$ cat config.mk
export PLATFORM = sky130hd
export DESIGN_NAME = dps_program_sequencer
export DESIGN_NICKNAME = d
export VERILOG_FILES = /design/src/dps_pkg.sv /design/src/dps_program_sequencer.sv
export VERILOG_INCLUDE_DIRS = /design/src /design/src/src
export SDC_FILE = /design/constraint.sdc
export NUM_CORES = 1
export LEC_CHECK = 0
export CORE_MARGIN = 3
export CORE_UTILIZATION = 40
export DETAILED_ROUTE_END_ITERATION = 10
export DONT_BUFFER_PORTS = 1
export GPL_TIMING_DRIVEN = 0
export PLACE_DENSITY = 0.56
export SYNTH_ARGS = -nofsm -noshare
export SYNTH_HDL_FRONTEND = slang
export SYNTH_SLANG_ARGS = --single-unit
$ cat constraint.sdc
create_clock -name sys_clk -period 13.8 [get_ports sys_clk]
set_input_delay 0.69 -clock sys_clk [delete_from_list [all_inputs] [get_ports sys_clk]]
set_output_delay 0.69 -clock sys_clk [all_outputs]
set_load 0.01 [all_outputs]
$ cat src/dps_defines.svh
// Purpose: Offsets, field positions, reset values and counts of the
//          program sequencer.
// Assumes: Byte addresses on a 32-bit classic Wishbone slave.
// Notes:   Definitions only.
`ifndef DPS_DEFINES_SVH
`define DPS_DEFINES_SVH

`define DPS_ADDR_W          14
`define DPS_PC_DEPTH        16
`define DPS_LOOP_DEPTH      4
`define DPS_CNT_DEPTH       4
`define DPS_VECTOR_SPACING  4

`define DPS_OFS_LOOP_COUNT  8'h00
`define DPS_OFS_OVERWRITE   8'h04
`define DPS_OFS_STATUS      8'h08
`define DPS_OFS_POP         8'h0C

`define DPS_POP_PC_BIT      0
`define DPS_POP_LOOP_BIT    1
`define DPS_POP_CNT_BIT     2

`define DPS_ST_PC_EMPTY     0
`define DPS_ST_CNT_EMPTY    1
`define DPS_ST_LOOP_EMPTY   2
`define DPS_ST_CNT_VALID    3
`define DPS_ST_FAULT_LSB    8

`define DPS_F_PC_OVF        0
`define DPS_F_PC_UNF        1
`define DPS_F_LOOP_OVF      2
`define DPS_F_LOOP_UNF      3
`define DPS_F_CNT_OVF       4
`define DPS_F_CNT_UNF       5

`define DPS_RST_PC          14'h0000
`define DPS_RST_CNT         14'h0000
`define DPS_CNT_EXPIRED     14'h0001

`endif

$ cat src/dps_pkg.sv
// Purpose: Types of the program sequencer.
// Assumes: Operation codes come from the instruction decoder.
// Notes:   State record holds every flip-flop of the sequencer.
package dps_pkg;

    typedef enum logic [3:0] {
        DPS_OP_SEQ      = 4'h0,
        DPS_OP_JUMP     = 4'h1,
        DPS_OP_CALL     = 4'h2,
        DPS_OP_RTS      = 4'h3,
        DPS_OP_RTI      = 4'h4,
        DPS_OP_DO       = 4'h5,
        DPS_OP_INDIRECT = 4'h6,
        DPS_OP_IDLE     = 4'h7
    } dps_op_t;

    typedef enum logic [3:0] {
        DPS_C_EQ      = 4'h0,
        DPS_C_NE      = 4'h1,
        DPS_C_LT      = 4'h2,
        DPS_C_GE      = 4'h3,
        DPS_C_LE      = 4'h4,
        DPS_C_GT      = 4'h5,
        DPS_C_AC      = 4'h6,
        DPS_C_NOT_AC  = 4'h7,
        DPS_C_AV      = 4'h8,
        DPS_C_NOT_AV  = 4'h9,
        DPS_C_MV      = 4'hA,
        DPS_C_NOT_MV  = 4'hB,
        DPS_C_NEG     = 4'hC,
        DPS_C_POS     = 4'hD,
        DPS_C_CE      = 4'hE,
        DPS_C_FOREVER = 4'hF
    } dps_cond_t;

    typedef struct packed {
        logic [13:0]       pc;
        logic [15:0][13:0] pcStack;
        logic [4:0]        pcDepth;
        logic [3:0][17:0]  loopStack;
        logic [2:0]        loopDepth;
        logic [3:0][13:0]  cntStack;
        logic [2:0]        cntDepth;
        logic [13:0]       cnt;
        logic              cntValid;
        logic [5:0]        fault;
        logic              stackError;
        logic              wbAck;
        logic [31:0]       wbDatOut;
    } dps_state_t;

endpackage

$ cat src/dps_program_sequencer.sv
// Purpose: Next-address selection, program counter, return, count and
//          loop stacks of a fixed-point signal processor.
// Assumes: Decoder inputs and flags are on sys_clk; counter and stack
//          control over classic Wishbone.
// Notes:   programAddress is the address of the executing instruction.
//
// Operation
// - Next address from incrementer, return stack, jump field or vector.
// - Incrementer for sequential flow, untaken branch, loop termination.
// - Return stack top on subroutine return, interrupt return, loop back.
// - Taken direct jump uses the instruction's jump field.
// - Interrupt branches to its vector; vectors four words apart.
// - Indirect jump loads the counter from the generator's address.
// - Fourteen-bit program counter feeding a plus-one incrementer.
// - Sixteen-entry return stack pushed with incrementer on call and loop.
// - Interrupt pushes current counter so aborted instruction refetches.
// - Counter loads the next address every cycle.
// - Count register write loads the low fourteen bits as count.
// - Expired means counter equals one; decrement follows the test.
// - Loop end or conditional jump testing expiry post-decrements.
// - Conditional return testing expiry does not decrement.
// - Counter reads any time unchanged; upper eighteen bits zero.
// - Four-entry count stack pushed with old count on load.
// - Expiry found true pops the count stack; software may pop.
// - No push when the counter holds no valid value.
// - Count stack empty when pops reach or exceed pushes.
// - Overwrite register replaces the count without pushing.
// - Comparator matches loop end; branches back with no extra cycle.
// - Loop termination conditions from ALU, MAC and x-input sign flags and expiry.
// - Loop setup pushes end and condition, and incrementer output.
// - Loop end: false branches back, true falls through and pops.
// - A taken transfer at loop end overrides all loop actions.
//
// The Wishbone interface to the registers and the register offsets were chosen for this implementation.
`timescale 1ns/1ps
`include "dps_defines.svh"

module dps_program_sequencer (
    input  wire logic            sys_clk,
    input  wire logic            reset,
    input  wire logic [7:0]      wbAdr,
    input  wire logic [31:0]     wbDatIn,
    input  wire logic [3:0]      wbSel,
    input  wire logic            wbWe,
    input  wire logic            wbCyc,
    input  wire logic            wbStb,
    output logic                 wbAck,
    output logic [31:0]          wbDatOut,
    input  wire dps_pkg::dps_op_t op,
    input  wire logic            condTrue,
    input  wire logic            condIsCe,
    input  wire logic [13:0]     jumpAddr,
    input  wire logic [13:0]     loopEndAddr,
    input  wire logic [3:0]      loopCond,
    input  wire logic [13:0]     indirectAddr,
    input  wire logic            irqTake,
    input  wire logic [2:0]      irqLevel,
    input  wire logic            aluZeroFlag,
    input  wire logic            aluNegativeFlag,
    input  wire logic            aluOverflowFlag,
    input  wire logic            aluCarryFlag,
    input  wire logic            macOverflowFlag,
    input  wire logic            xInputSignFlag,
    output logic [13:0]          programAddress,
    output logic                 stackError
);

    dps_pkg::dps_state_t r;
    dps_pkg::dps_state_t next_r;

    logic        ceTrue;
    logic        loopActive;
    logic        loopLast;
    logic        loopCondTrue;
    logic        xferTaken;
    logic [13:0] pcInc;
    logic [13:0] pcTop;
    logic [17:0] loopTop;
    logic [13:0] cntTop;
    logic        busWrite;

    // Expiry tested against the count held at the start of the cycle
    assign ceTrue     = r.cntValid && (r.cnt == `DPS_CNT_EXPIRED);
    assign pcInc      = r.pc + 14'h0001;
    assign pcTop      = r.pcStack[4'(r.pcDepth - 5'h01)];
    assign loopTop    = r.loopStack[2'(r.loopDepth - 3'h1)];
    assign cntTop     = r.cntStack[2'(r.cntDepth - 3'h1)];
    assign loopActive = (r.loopDepth != 3'h0);
    assign loopLast   = loopActive && (loopTop[17:4] == r.pc);
    assign busWrite   = wbCyc && wbStb && wbWe && r.wbAck && (|wbSel);

    always_comb begin
        case (dps_pkg::dps_cond_t'(loopTop[3:0]))
            dps_pkg::DPS_C_EQ:      loopCondTrue = aluZeroFlag;
            dps_pkg::DPS_C_NE:      loopCondTrue = !aluZeroFlag;
            dps_pkg::DPS_C_LT:
                loopCondTrue = aluNegativeFlag ^ aluOverflowFlag;
            dps_pkg::DPS_C_GE:
                loopCondTrue = !(aluNegativeFlag ^ aluOverflowFlag);
            dps_pkg::DPS_C_LE:
                loopCondTrue = (aluNegativeFlag ^ aluOverflowFlag)
                               || aluZeroFlag;
            dps_pkg::DPS_C_GT:
                loopCondTrue = !((aluNegativeFlag ^ aluOverflowFlag)
                                 || aluZeroFlag);
            dps_pkg::DPS_C_AC:      loopCondTrue = aluCarryFlag;
            dps_pkg::DPS_C_NOT_AC:  loopCondTrue = !aluCarryFlag;
            dps_pkg::DPS_C_AV:      loopCondTrue = aluOverflowFlag;
            dps_pkg::DPS_C_NOT_AV:  loopCondTrue = !aluOverflowFlag;
            dps_pkg::DPS_C_MV:      loopCondTrue = macOverflowFlag;
            dps_pkg::DPS_C_NOT_MV:  loopCondTrue = !macOverflowFlag;
            dps_pkg::DPS_C_NEG:     loopCondTrue = xInputSignFlag;
            dps_pkg::DPS_C_POS:     loopCondTrue = !xInputSignFlag;
            dps_pkg::DPS_C_CE:      loopCondTrue = ceTrue;
            dps_pkg::DPS_C_FOREVER: loopCondTrue = 1'b1;
            default:                loopCondTrue = 1'b1;
        endcase
    end

    // Explicit transfer condition; expiry tests use the counter
    always_comb begin
        case (op)
            dps_pkg::DPS_OP_JUMP, dps_pkg::DPS_OP_CALL,
            dps_pkg::DPS_OP_RTS, dps_pkg::DPS_OP_RTI,
            dps_pkg::DPS_OP_INDIRECT:
                xferTaken = condIsCe ? ceTrue : condTrue;
            default:
                xferTaken = 1'b0;
        endcase
    end

    always_comb begin
        logic        pcPush;
        logic [13:0] pcPushVal;
        logic        pcPop;
        logic        loopPush;
        logic        loopPop;
        logic        cntPop;
        logic        cntDec;
        logic [13:0] nextAddr;
        pcPush    = 1'b0;
        pcPushVal = pcInc;
        pcPop     = 1'b0;
        loopPush  = 1'b0;
        loopPop   = 1'b0;
        cntPop    = 1'b0;
        cntDec    = 1'b0;
        nextAddr  = pcInc;
        next_r    = r;

        if (irqTake) begin
            // Aborted instruction is refetched after the return
            nextAddr  = 14'((14'(irqLevel) + 14'h0001)
                            * 14'(`DPS_VECTOR_SPACING));
            pcPush    = 1'b1;
            pcPushVal = r.pc;
        end else if (xferTaken) begin
            case (op)
                dps_pkg::DPS_OP_JUMP: nextAddr = jumpAddr;
                dps_pkg::DPS_OP_CALL: begin
                    nextAddr = jumpAddr;
                    pcPush   = 1'b1;
                end
                dps_pkg::DPS_OP_RTS, dps_pkg::DPS_OP_RTI: begin
                    nextAddr = pcTop;
                    pcPop    = 1'b1;
                end
                dps_pkg::DPS_OP_INDIRECT: nextAddr = indirectAddr;
                default: nextAddr = pcInc;
            endcase
            if (condIsCe) begin
                cntPop = 1'b1;
                cntDec = (op == dps_pkg::DPS_OP_JUMP);
            end
        end else begin
            if (condIsCe && op == dps_pkg::DPS_OP_JUMP) begin
                cntDec = 1'b1;
            end
            if (op == dps_pkg::DPS_OP_DO) begin
                loopPush = 1'b1;
                pcPush   = 1'b1;
            end else if (op == dps_pkg::DPS_OP_IDLE) begin
                nextAddr = r.pc;
            end
            if (loopLast) begin
                if (loopTop[3:0] == 4'(dps_pkg::DPS_C_CE)) begin
                    cntDec = 1'b1;
                end
                if (loopCondTrue) begin
                    nextAddr = pcInc;
                    loopPop  = 1'b1;
                    pcPop    = 1'b1;
                    cntPop   = (loopTop[3:0] == 4'(dps_pkg::DPS_C_CE));
                end else begin
                    nextAddr = pcTop;
                end
            end
        end

        // Software count pop joins the instruction's own count pop; both make one pop
        if (busWrite && wbAdr == `DPS_OFS_POP) begin
            if (wbDatIn[`DPS_POP_CNT_BIT]) begin
                if (r.cntDepth == 3'h0) begin
                    next_r.fault[`DPS_F_CNT_UNF] = 1'b1;
                end else begin
                    cntPop = 1'b1;
                end
            end
        end

        // Counter: pop restores the outer count, else post-decrement
        if (cntPop) begin
            if (r.cntDepth != 3'h0) begin
                next_r.cnt      = cntTop;
                next_r.cntDepth = r.cntDepth - 3'h1;
            end else begin
                next_r.cntValid = 1'b0;
            end
        end else if (cntDec) begin
            next_r.cnt = r.cnt - 14'h0001;
        end

        // Return stack; a full push or empty pop touches nothing else
        if (pcPush) begin
            if (r.pcDepth == 5'(`DPS_PC_DEPTH)) begin
                next_r.fault[`DPS_F_PC_OVF] = 1'b1;
            end else begin
                next_r.pcStack[4'(r.pcDepth)] = pcPushVal;
                next_r.pcDepth = r.pcDepth + 5'h01;
            end
        end
        if (busWrite && wbAdr == `DPS_OFS_POP
            && wbDatIn[`DPS_POP_PC_BIT]) begin
            pcPop = 1'b1;
        end
        if (pcPop) begin
            if (next_r.pcDepth == 5'h00) begin
                next_r.fault[`DPS_F_PC_UNF] = 1'b1;
            end else begin
                next_r.pcDepth = next_r.pcDepth - 5'h01;
            end
        end

        // Loop stack of end address and termination condition
        if (loopPush) begin
            if (r.loopDepth == 3'(`DPS_LOOP_DEPTH)) begin
                next_r.fault[`DPS_F_LOOP_OVF] = 1'b1;
            end else begin
                next_r.loopStack[2'(r.loopDepth)] =
                    {loopEndAddr, loopCond};
                next_r.loopDepth = r.loopDepth + 3'h1;
            end
        end
        if (busWrite && wbAdr == `DPS_OFS_POP
            && wbDatIn[`DPS_POP_LOOP_BIT]) begin
            loopPop = 1'b1;
        end
        if (loopPop) begin
            if (next_r.loopDepth == 3'h0) begin
                next_r.fault[`DPS_F_LOOP_UNF] = 1'b1;
            end else begin
                next_r.loopDepth = next_r.loopDepth - 3'h1;
            end
        end

        // Count loads from the bus take precedence over the decrement
        if (busWrite && wbAdr == `DPS_OFS_LOOP_COUNT) begin
            if (r.cntValid) begin
                if (next_r.cntDepth == 3'(`DPS_CNT_DEPTH)) begin
                    next_r.fault[`DPS_F_CNT_OVF] = 1'b1;
                end else begin
                    next_r.cntStack[2'(next_r.cntDepth)] =
                        next_r.cnt;
                    next_r.cntDepth = next_r.cntDepth + 3'h1;
                end
            end
            next_r.cnt      = wbDatIn[13:0];
            next_r.cntValid = 1'b1;
        end else if (busWrite && wbAdr == `DPS_OFS_OVERWRITE) begin
            next_r.cnt      = wbDatIn[13:0];
            next_r.cntValid = 1'b1;
        end

        next_r.stackError = |next_r.fault;
        next_r.pc = nextAddr;

        // Bus slave: one wait state, ack drops after one cycle
        next_r.wbAck    = wbCyc && wbStb && !r.wbAck;
        next_r.wbDatOut = 32'h0000_0000;
        if (wbCyc && wbStb && !r.wbAck && !wbWe) begin
            case (wbAdr)
                `DPS_OFS_LOOP_COUNT:
                    next_r.wbDatOut = {18'h00000, r.cnt};
                `DPS_OFS_STATUS: begin
                    next_r.wbDatOut[`DPS_ST_PC_EMPTY] =
                        (r.pcDepth == 5'h00);
                    next_r.wbDatOut[`DPS_ST_CNT_EMPTY] =
                        (r.cntDepth == 3'h0);
                    next_r.wbDatOut[`DPS_ST_LOOP_EMPTY] = !loopActive;
                    next_r.wbDatOut[`DPS_ST_CNT_VALID] = r.cntValid;
                    next_r.wbDatOut[`DPS_ST_FAULT_LSB +: 6] = r.fault;
                end
                default: next_r.wbDatOut = 32'h0000_0000;
            endcase
        end
    end

    always_ff @(posedge sys_clk) begin
        if (reset) begin
            r          <= '0;
            r.pc       <= `DPS_RST_PC;
            r.cnt      <= `DPS_RST_CNT;
            r.cntValid <= 1'b0;
        end else begin
            r <= next_r;
        end
    end

    assign programAddress = r.pc;
    assign stackError     = r.stackError;
    assign wbAck          = r.wbAck;
    assign wbDatOut       = r.wbDatOut;

endmodule // dps_program_sequencer

# After elaboration in Yosys (flattened, before gate mapping)
# Cells that the tools add are included.
[totals] output_inout_bits=48 register_bits=432 in_bits=111
[classes] add_sub_neg=11 n_mux=90 reduce_logical=49 eq_ne=33 bitwise_logic=6 magnitude_cmp=9
[op_table] op="bitwise mux 224 bit" n=1
[op_table] op="2-to-1 mux 14 bit" n=13
[op_table] op="bitwise mux 72 bit" n=1
[op_table] op="binary-select mux 14 bit (select 4 bit)" n=1
[op_table] op="bitwise mux 56 bit" n=1
[op_table] op="demux 14 bit (select 4 bit)" n=1
[op_table] op="2-to-1 mux 1 bit" n=47
[op_table] op="one-hot mux 14 bit (3 select lines)" n=1
[op_table] op="binary-select mux 18 bit (select 2 bit)" n=1
[op_table] op="demux 18 bit (select 2 bit)" n=1
[op_table] op="2-to-1 mux 18 bit" n=2
[op_table] op="equality test 4 x 3 -> 1 bit, second input constant" n=8
[op_table] op="equality test 4 bit, second input constant" n=8
[op_table] op="2-to-1 mux 15 bit" n=2
[op_table] op="binary-select mux 14 bit (select 2 bit)" n=1
[op_table] op="demux 14 bit (select 2 bit)" n=1
[op_table] op="2-to-1 mux 3 bit" n=8
[op_table] op="2-to-1 mux 5 bit" n=4
[op_table] op="logical AND 1 bit" n=17
[op_table] op="2-to-1 mux 17 bit" n=1
[op_table] op="equality test 4 x 2 -> 1 bit, second input constant" n=4
[op_table] op="equality test 8 x 4 -> 1 bit, second input constant" n=2
[op_table] op="one-hot mux 1 bit (16 select lines)" n=1
[op_table] op="adder 14 x 1 -> 14 bit, second input constant" n=1
[op_table] op="39 further kinds" n=70

# Longest topological paths before layout
[logic_depth] word_depth=18 mapped_depth=21 mapped_depth_nobuf=14

# Worst setup path after synthesis
# Ideal clock, no wire load.
[synth_timing] path_kind="reg2reg" startpoint="register r[114] (netlist name)" endpoint="register r[98] (netlist name)" setup_time_ns=0.070 stages_incl_launch_ff=20 setup_slack_ns=8.853 arrival_time_ns=4.877 period_less_slack_ns=4.947 path_cell_list="dfxtp_1 buf_6 buf_2 inv_1 ha_1 buf_2 mux4_1 xor2_1 or4_4 or4_1 buf_2 o22a_1 buf_2 xnor2_1 ha_1 a21bo_1 buf_2 buf_2 a311o_1 o21ai_1"
[synth_between] elab_chain_cells=18
[synth_rtl] item="from (decl)" line="dps_program_sequencer.sv:68" rtl="dps_pkg::dps_state_t r;"
[synth_rtl] item="from (signal assigned)" line="dps_program_sequencer.sv:315" rtl="r <= next_r;"
[synth_rtl] item="subtractor 2 x 1 -> 2 bit" line="dps_program_sequencer.sv:86" rtl="assign loopTop = r.loopStack[2'(r.loopDepth - 3'h1)];"
[synth_rtl] item="binary-select mux 18 bit (select 2 bit)" line="dps_program_sequencer.sv:86"
[synth_rtl] item="2-to-1 mux 18 bit (not written as such)" line="dps_program_sequencer.sv:86"
[synth_rtl] item="equality test 4 bit (tied with other cells)" line="dps_program_sequencer.sv:93" rtl="case (dps_pkg::dps_cond_t'(loopTop[3:0]))"
[synth_rtl] item="one-hot mux 1 bit (16 select lines)" line="dps_program_sequencer.sv:93"
[synth_rtl] item="2-to-1 mux 1 bit" line="dps_program_sequencer.sv:189" rtl="if (loopCondTrue) begin"
[synth_rtl] item="2-to-1 mux 1 bit" line="dps_program_sequencer.sv:185" rtl="if (loopLast) begin"
[synth_rtl] item="2-to-1 mux 1 bit" line="dps_program_sequencer.sv:157" rtl="end else if (xferTaken) begin"
[synth_rtl] item="[... 2 more ...]"
[synth_rtl] item="2-to-1 mux 1 bit" line="dps_program_sequencer.sv:202" rtl="if (wbDatIn[`DPS_POP_CNT_BIT]) begin"
[synth_rtl] item="2-to-1 mux 1 bit" line="dps_program_sequencer.sv:201" rtl="if (busWrite && wbAdr == `DPS_OFS_POP) begin"
[synth_rtl] item="2-to-1 mux 3 bit" line="dps_program_sequencer.sv:212" rtl="if (cntPop) begin"
[synth_rtl] item="less-than comparator 2 x 3 -> 1 bit (not written as such) / >= comparator 2 x 1 -> 1 bit (equally long branches)" line="dps_program_sequencer.sv:272" rtl="next_r.cntStack[2'(next_r.cntDepth)] ="
[synth_rtl] item="logical AND 1 bit (not written as such)" line="dps_program_sequencer.sv:272"
[synth_rtl] item="2-to-1 mux 14 bit (not written as such)" line="dps_program_sequencer.sv:272"
[synth_rtl] item="demux 14 bit (select 2 bit)" line="dps_program_sequencer.sv:272"
[synth_rtl] item="bitwise mux 56 bit" line="dps_program_sequencer.sv:272"
# Parallel ways exist; a longest one is shown, timed or not. The select of a mux whose other input is x is not followed.
# A chain may end at the register's enable or synchronous reset.

# Final worst setup path
[layout_timing] startpoint="register r[189] (netlist name)" endpoint="register r, in the netlist programAddress[0]"
[layout_between] elab_chain_cells=6
[layout_rtl] item="subtractor 4 x 1 -> 4 bit (*)" line="dps_program_sequencer.sv:85" rtl="assign pcTop = r.pcStack[4'(r.pcDepth - 5'h01)];"
[layout_rtl] item="binary-select mux 14 bit (select 4 bit) (*)" line="dps_program_sequencer.sv:85"
[layout_rtl] item="2-to-1 mux 14 bit (not written as such) (*)" line="dps_program_sequencer.sv:85"
[layout_rtl] item="2-to-1 mux 14 bit" line="dps_program_sequencer.sv:189"
[layout_rtl] item="2-to-1 mux 14 bit" line="dps_program_sequencer.sv:185"
[layout_rtl] item="2-to-1 mux 14 bit (*)" line="dps_program_sequencer.sv:157"
# Mark *: on every way between the ends. The rest lies on a longest branch, timed or not. The select of a mux whose other input is x is not followed.

==> metrics.md <==
| Metric | Value |
|---|---|
| Routed Antenna Nets | `0` |
| Flop-to-flop setup slack | `6980 ps` |
| Reg2Reg Depth | `15` |
| Clock Latency Late Sink | `610 ps` |
| Outcome | `finished clean` |
| Hold_buf cts | `0` |
| CP max FO | `10` |
| Hold Startpoint | `irqLevel[0]` |
| Area of the mapped netlist | `0.0200 mm^2` |
| CP dominant cell by count | `clkbuf_1` |
| Clock Skew | `43.1 ps` |
| # Post-CTS Setup Buffers | `0` |
| Yosys top cell by area | `dfxtp_1` |
| Final setup fails | `0` |
| Die W | `230 um` |
| Hold WC Path Type | `in2reg` |
| Routed WL per cell | `23.0 um` |
| Worst rel slew slack | `20.1%` |
| Final TNS setup | `0 ps` |
| Post-synth EDFFs | `0` |
| Yosys warnings | `0` |
| Pins Over Slew Limit | `0` |
| Pwr per Cell Area | `122 mW/mm^2` |
| Htree depth | `2` |
| Drt pass-1 iters | `7` |
| Die area | `0.0528 mm^2` |
| Largest net degree at the start of global routing | `15` |
| Post-synthesis sequential area ratio | `41.4%` |
| # port buffers | `0` |
| CTS tree | `built` |
| Layout net count | `2334` |
| Main synth FF type | `dfxtp_1` |
| Synth top area share | `41.4%` |
| Critical R2R Launch | `r[189]$_SDFF_PP0_` |
| Hold WS | `222 ps` |
| Share of layout cells above drive strength 1 | `11.5%` |
| # rows | `81` |
| Syn Area/Cell | `9.39 um^2` |
| Crit Path Category | `reg2reg` |
| Hpwl dp | `49600 um` |
| Hold Path Depth | `1` |
| Worst path arrival time | `7280 ps` |
| Vias in the first global route | `16500` |
| Area growth, synth to finish | `12.2%` |
| CP required | `14260 ps` |
| Drt via density | `5.90` |
| Post-CTS Resized | `0` |
| Chip height | `230 um` |
| Core area | `0.0493 mm^2` |
| Routed wire length | `66600 um` |
| Max-capacitance violation count | `0` |
| Tcrit/Tclk final | `49.4%` |
| Via Count | `17100` |
| Initial antenna violation count | `2` |
| First-pass GRT wire length | `100000 um` |
| Hold endpoint | `programAddress[2]$_SDFFE_PP0P_` |
| Initial cell density of the core | `40.7%` |
| FILL cells | `4858` |
| Worst R2R End | `programAddress[0]$_SDFFE_PP0P_` |
| Worst-path clk slew | `60 ps` |
| RSZ-0062 raised after global routing | `no` |
| Seq cells post-synth | `414` |
| Fmax | `147 MHz` |
| Ys async rst share | `0%` |
| Crit path capture type | `flop` |
| Commonest cells in the netlist | `dfxtp_1, nor2_1, a211oi_1, clkbuf_1, nand2_1` |
| Startpoint Class | `flop` |
| CTS Buf Count | `46` |
| Slew @ Worst Pin | `1190 ps` |
| DRT iter0 DRCs | `1550` |
| Fin crit period | `6820 ps` |
| Root Buffer | `clkbuf_16` |
| Final GP Congestion | `0.888` |
| Worst vdd ir | `0.104 mV` |
| Most common cell in the netlist | `dfxtp_1` |
| Crit path cell chain | `clkbuf_1, buf_1, clkbuf_1, inv_1, ha_1, clkbuf_1, clkbuf_1, mux4_2, mux2_2, o21ai_0, inv_1, a222oi_1, nand2_1, o21ai_0, o22ai_1` |
| DR DRC count | `0` |
| Static leakage | `7.21 nW` |
| Post-synthesis instance total | `2134` |
| Distinct cells, synth | `80` |
| Longest Clk Path Bufs | `3` |
| Clock sinks | `414` |
| Top Ports | `159` |
| Crit-path max cell delay | `810 ps` |
| Total gr overflow | `0` |
| Gr usage total | `24.4%` |
| Final hold violations | `0` |
| Crit-path slowest cell | `o21ai_0` |
| Area contributors post-synth | `dfxtp_1, mux4_2, a211oi_1` |
==> flip-flops by register name, indices dropped and copies added (netlist names) <==
signal and count:
r 384, programAddress 14, wbDatOut 14, stackError 1, wbAck 1
==> kinds of logic (layout without fill, tap and decap cells) <==
group | after synthesis | count (layout) | synth area share [%]
AOI/OAI and AO/OA | 534 | 534 | 18.9
xor gates and xnor gates | 64 | 64 | 2.80
adders and majority gates | 24 | 24 | 1.50
buffers and inverters | 291 | 374 | 6.52
DFF | 414 | 414 | 41.4
muxes | 161 | 161 | 14.3
other | 1 | 19 | 0.0187
and+or+nand+nor | 645 | 645 | 14.6
==> stage by stage <==
stage          instance area, um^2  setup WS [ps]  std cells  power, mW  utilization [%]
3_3_place_gp                 20900           7010       2815       1.51             42.5
4_1_cts                      22500           7070       2898       2.76             45.7
2_1_floorplan                20100           8850       2151       1.43                -
3_5_place_dp                 20900           7070       2815       1.51             42.5
6_report                     22500           6980       2899       2.75             45.7
5_1_grt                      22500           6540       2898       2.84             45.7
==> how the worst max path moves through the flow <==
stage / slack, ps / to / start / cells after the start
after floorplan: 8850 / r[98]$_SDFFE_PP0P_ / r[114]$_SDFF_PP0_ / 19
after global placement: 7010 / programAddress[0]$_SDFFE_PP0P_ / r[189]$_SDFF_PP0_ / 15
after detailed placement: 7070 / programAddress[0]$_SDFFE_PP0P_ / r[189]$_SDFF_PP0_ / 15
after CTS: 7070 / programAddress[0]$_SDFFE_PP0P_ / r[189]$_SDFF_PP0_ / 15
after global routing: 6540 / programAddress[0]$_SDFFE_PP0P_ / r[189]$_SDFF_PP0_ / 15
final: 6980 / programAddress[0]$_SDFFE_PP0P_ / r[189]$_SDFF_PP0_ / 15
==> layer usage <==
layer / GRT usage (%) / part of all wire, %
met5: 0 / 0.021
met4: 8.42 / 3.3
met1: 33.1 / 43
met3: 5.09 / 7.7
met2: 38.9 / 46
==> power by group <==
| part | internal, mW | total (mW) | switching, mW |
|---|---|---|---|
| logic | 0.0877 | 0.261 | 0.173 |
| clock network | 0.734 | 1.27 | 0.532 |
| registers | 1.21 | 1.23 | 0.0125 |
==> critical path, delay by kind of cell, from the launching register on <==
kind,cells,cell delay [ps]
fa+ha+maj,1,470
simple gates,1,180
buf+inv,7,3510
mux,2,690
flops,1,370
compound gates,4,1440
==> cell usage in the layout, fill, tap and decap left out, types with 38 or more instances in the layout <==
master     count
nor2_1       311
nand3_1       73
mux4_2        96
mux2i_1       57
nand2_1      110
o21ai_1       38
dfxtp_1      414
clkbuf_16     46
inv_1         47
clkbuf_1     177
buf_4         49
a211oi_1     224
xnor2_1       39
a21oi_1       82
o21ai_0       38
==> area by class of cell <==
class,instances,area (um^2),area share [%]
buffer,243,1130,5.01
clock inverter,14,220,0.979
multi-input combinational,1446,10500,46.7
sequential,414,8290,36.8
antenna,1,2.50,0.0111
inverter,48,180,0.801
clock buffer,69,1340,5.95
tap,664,831,3.69
(Power assumes the default switching activity.)
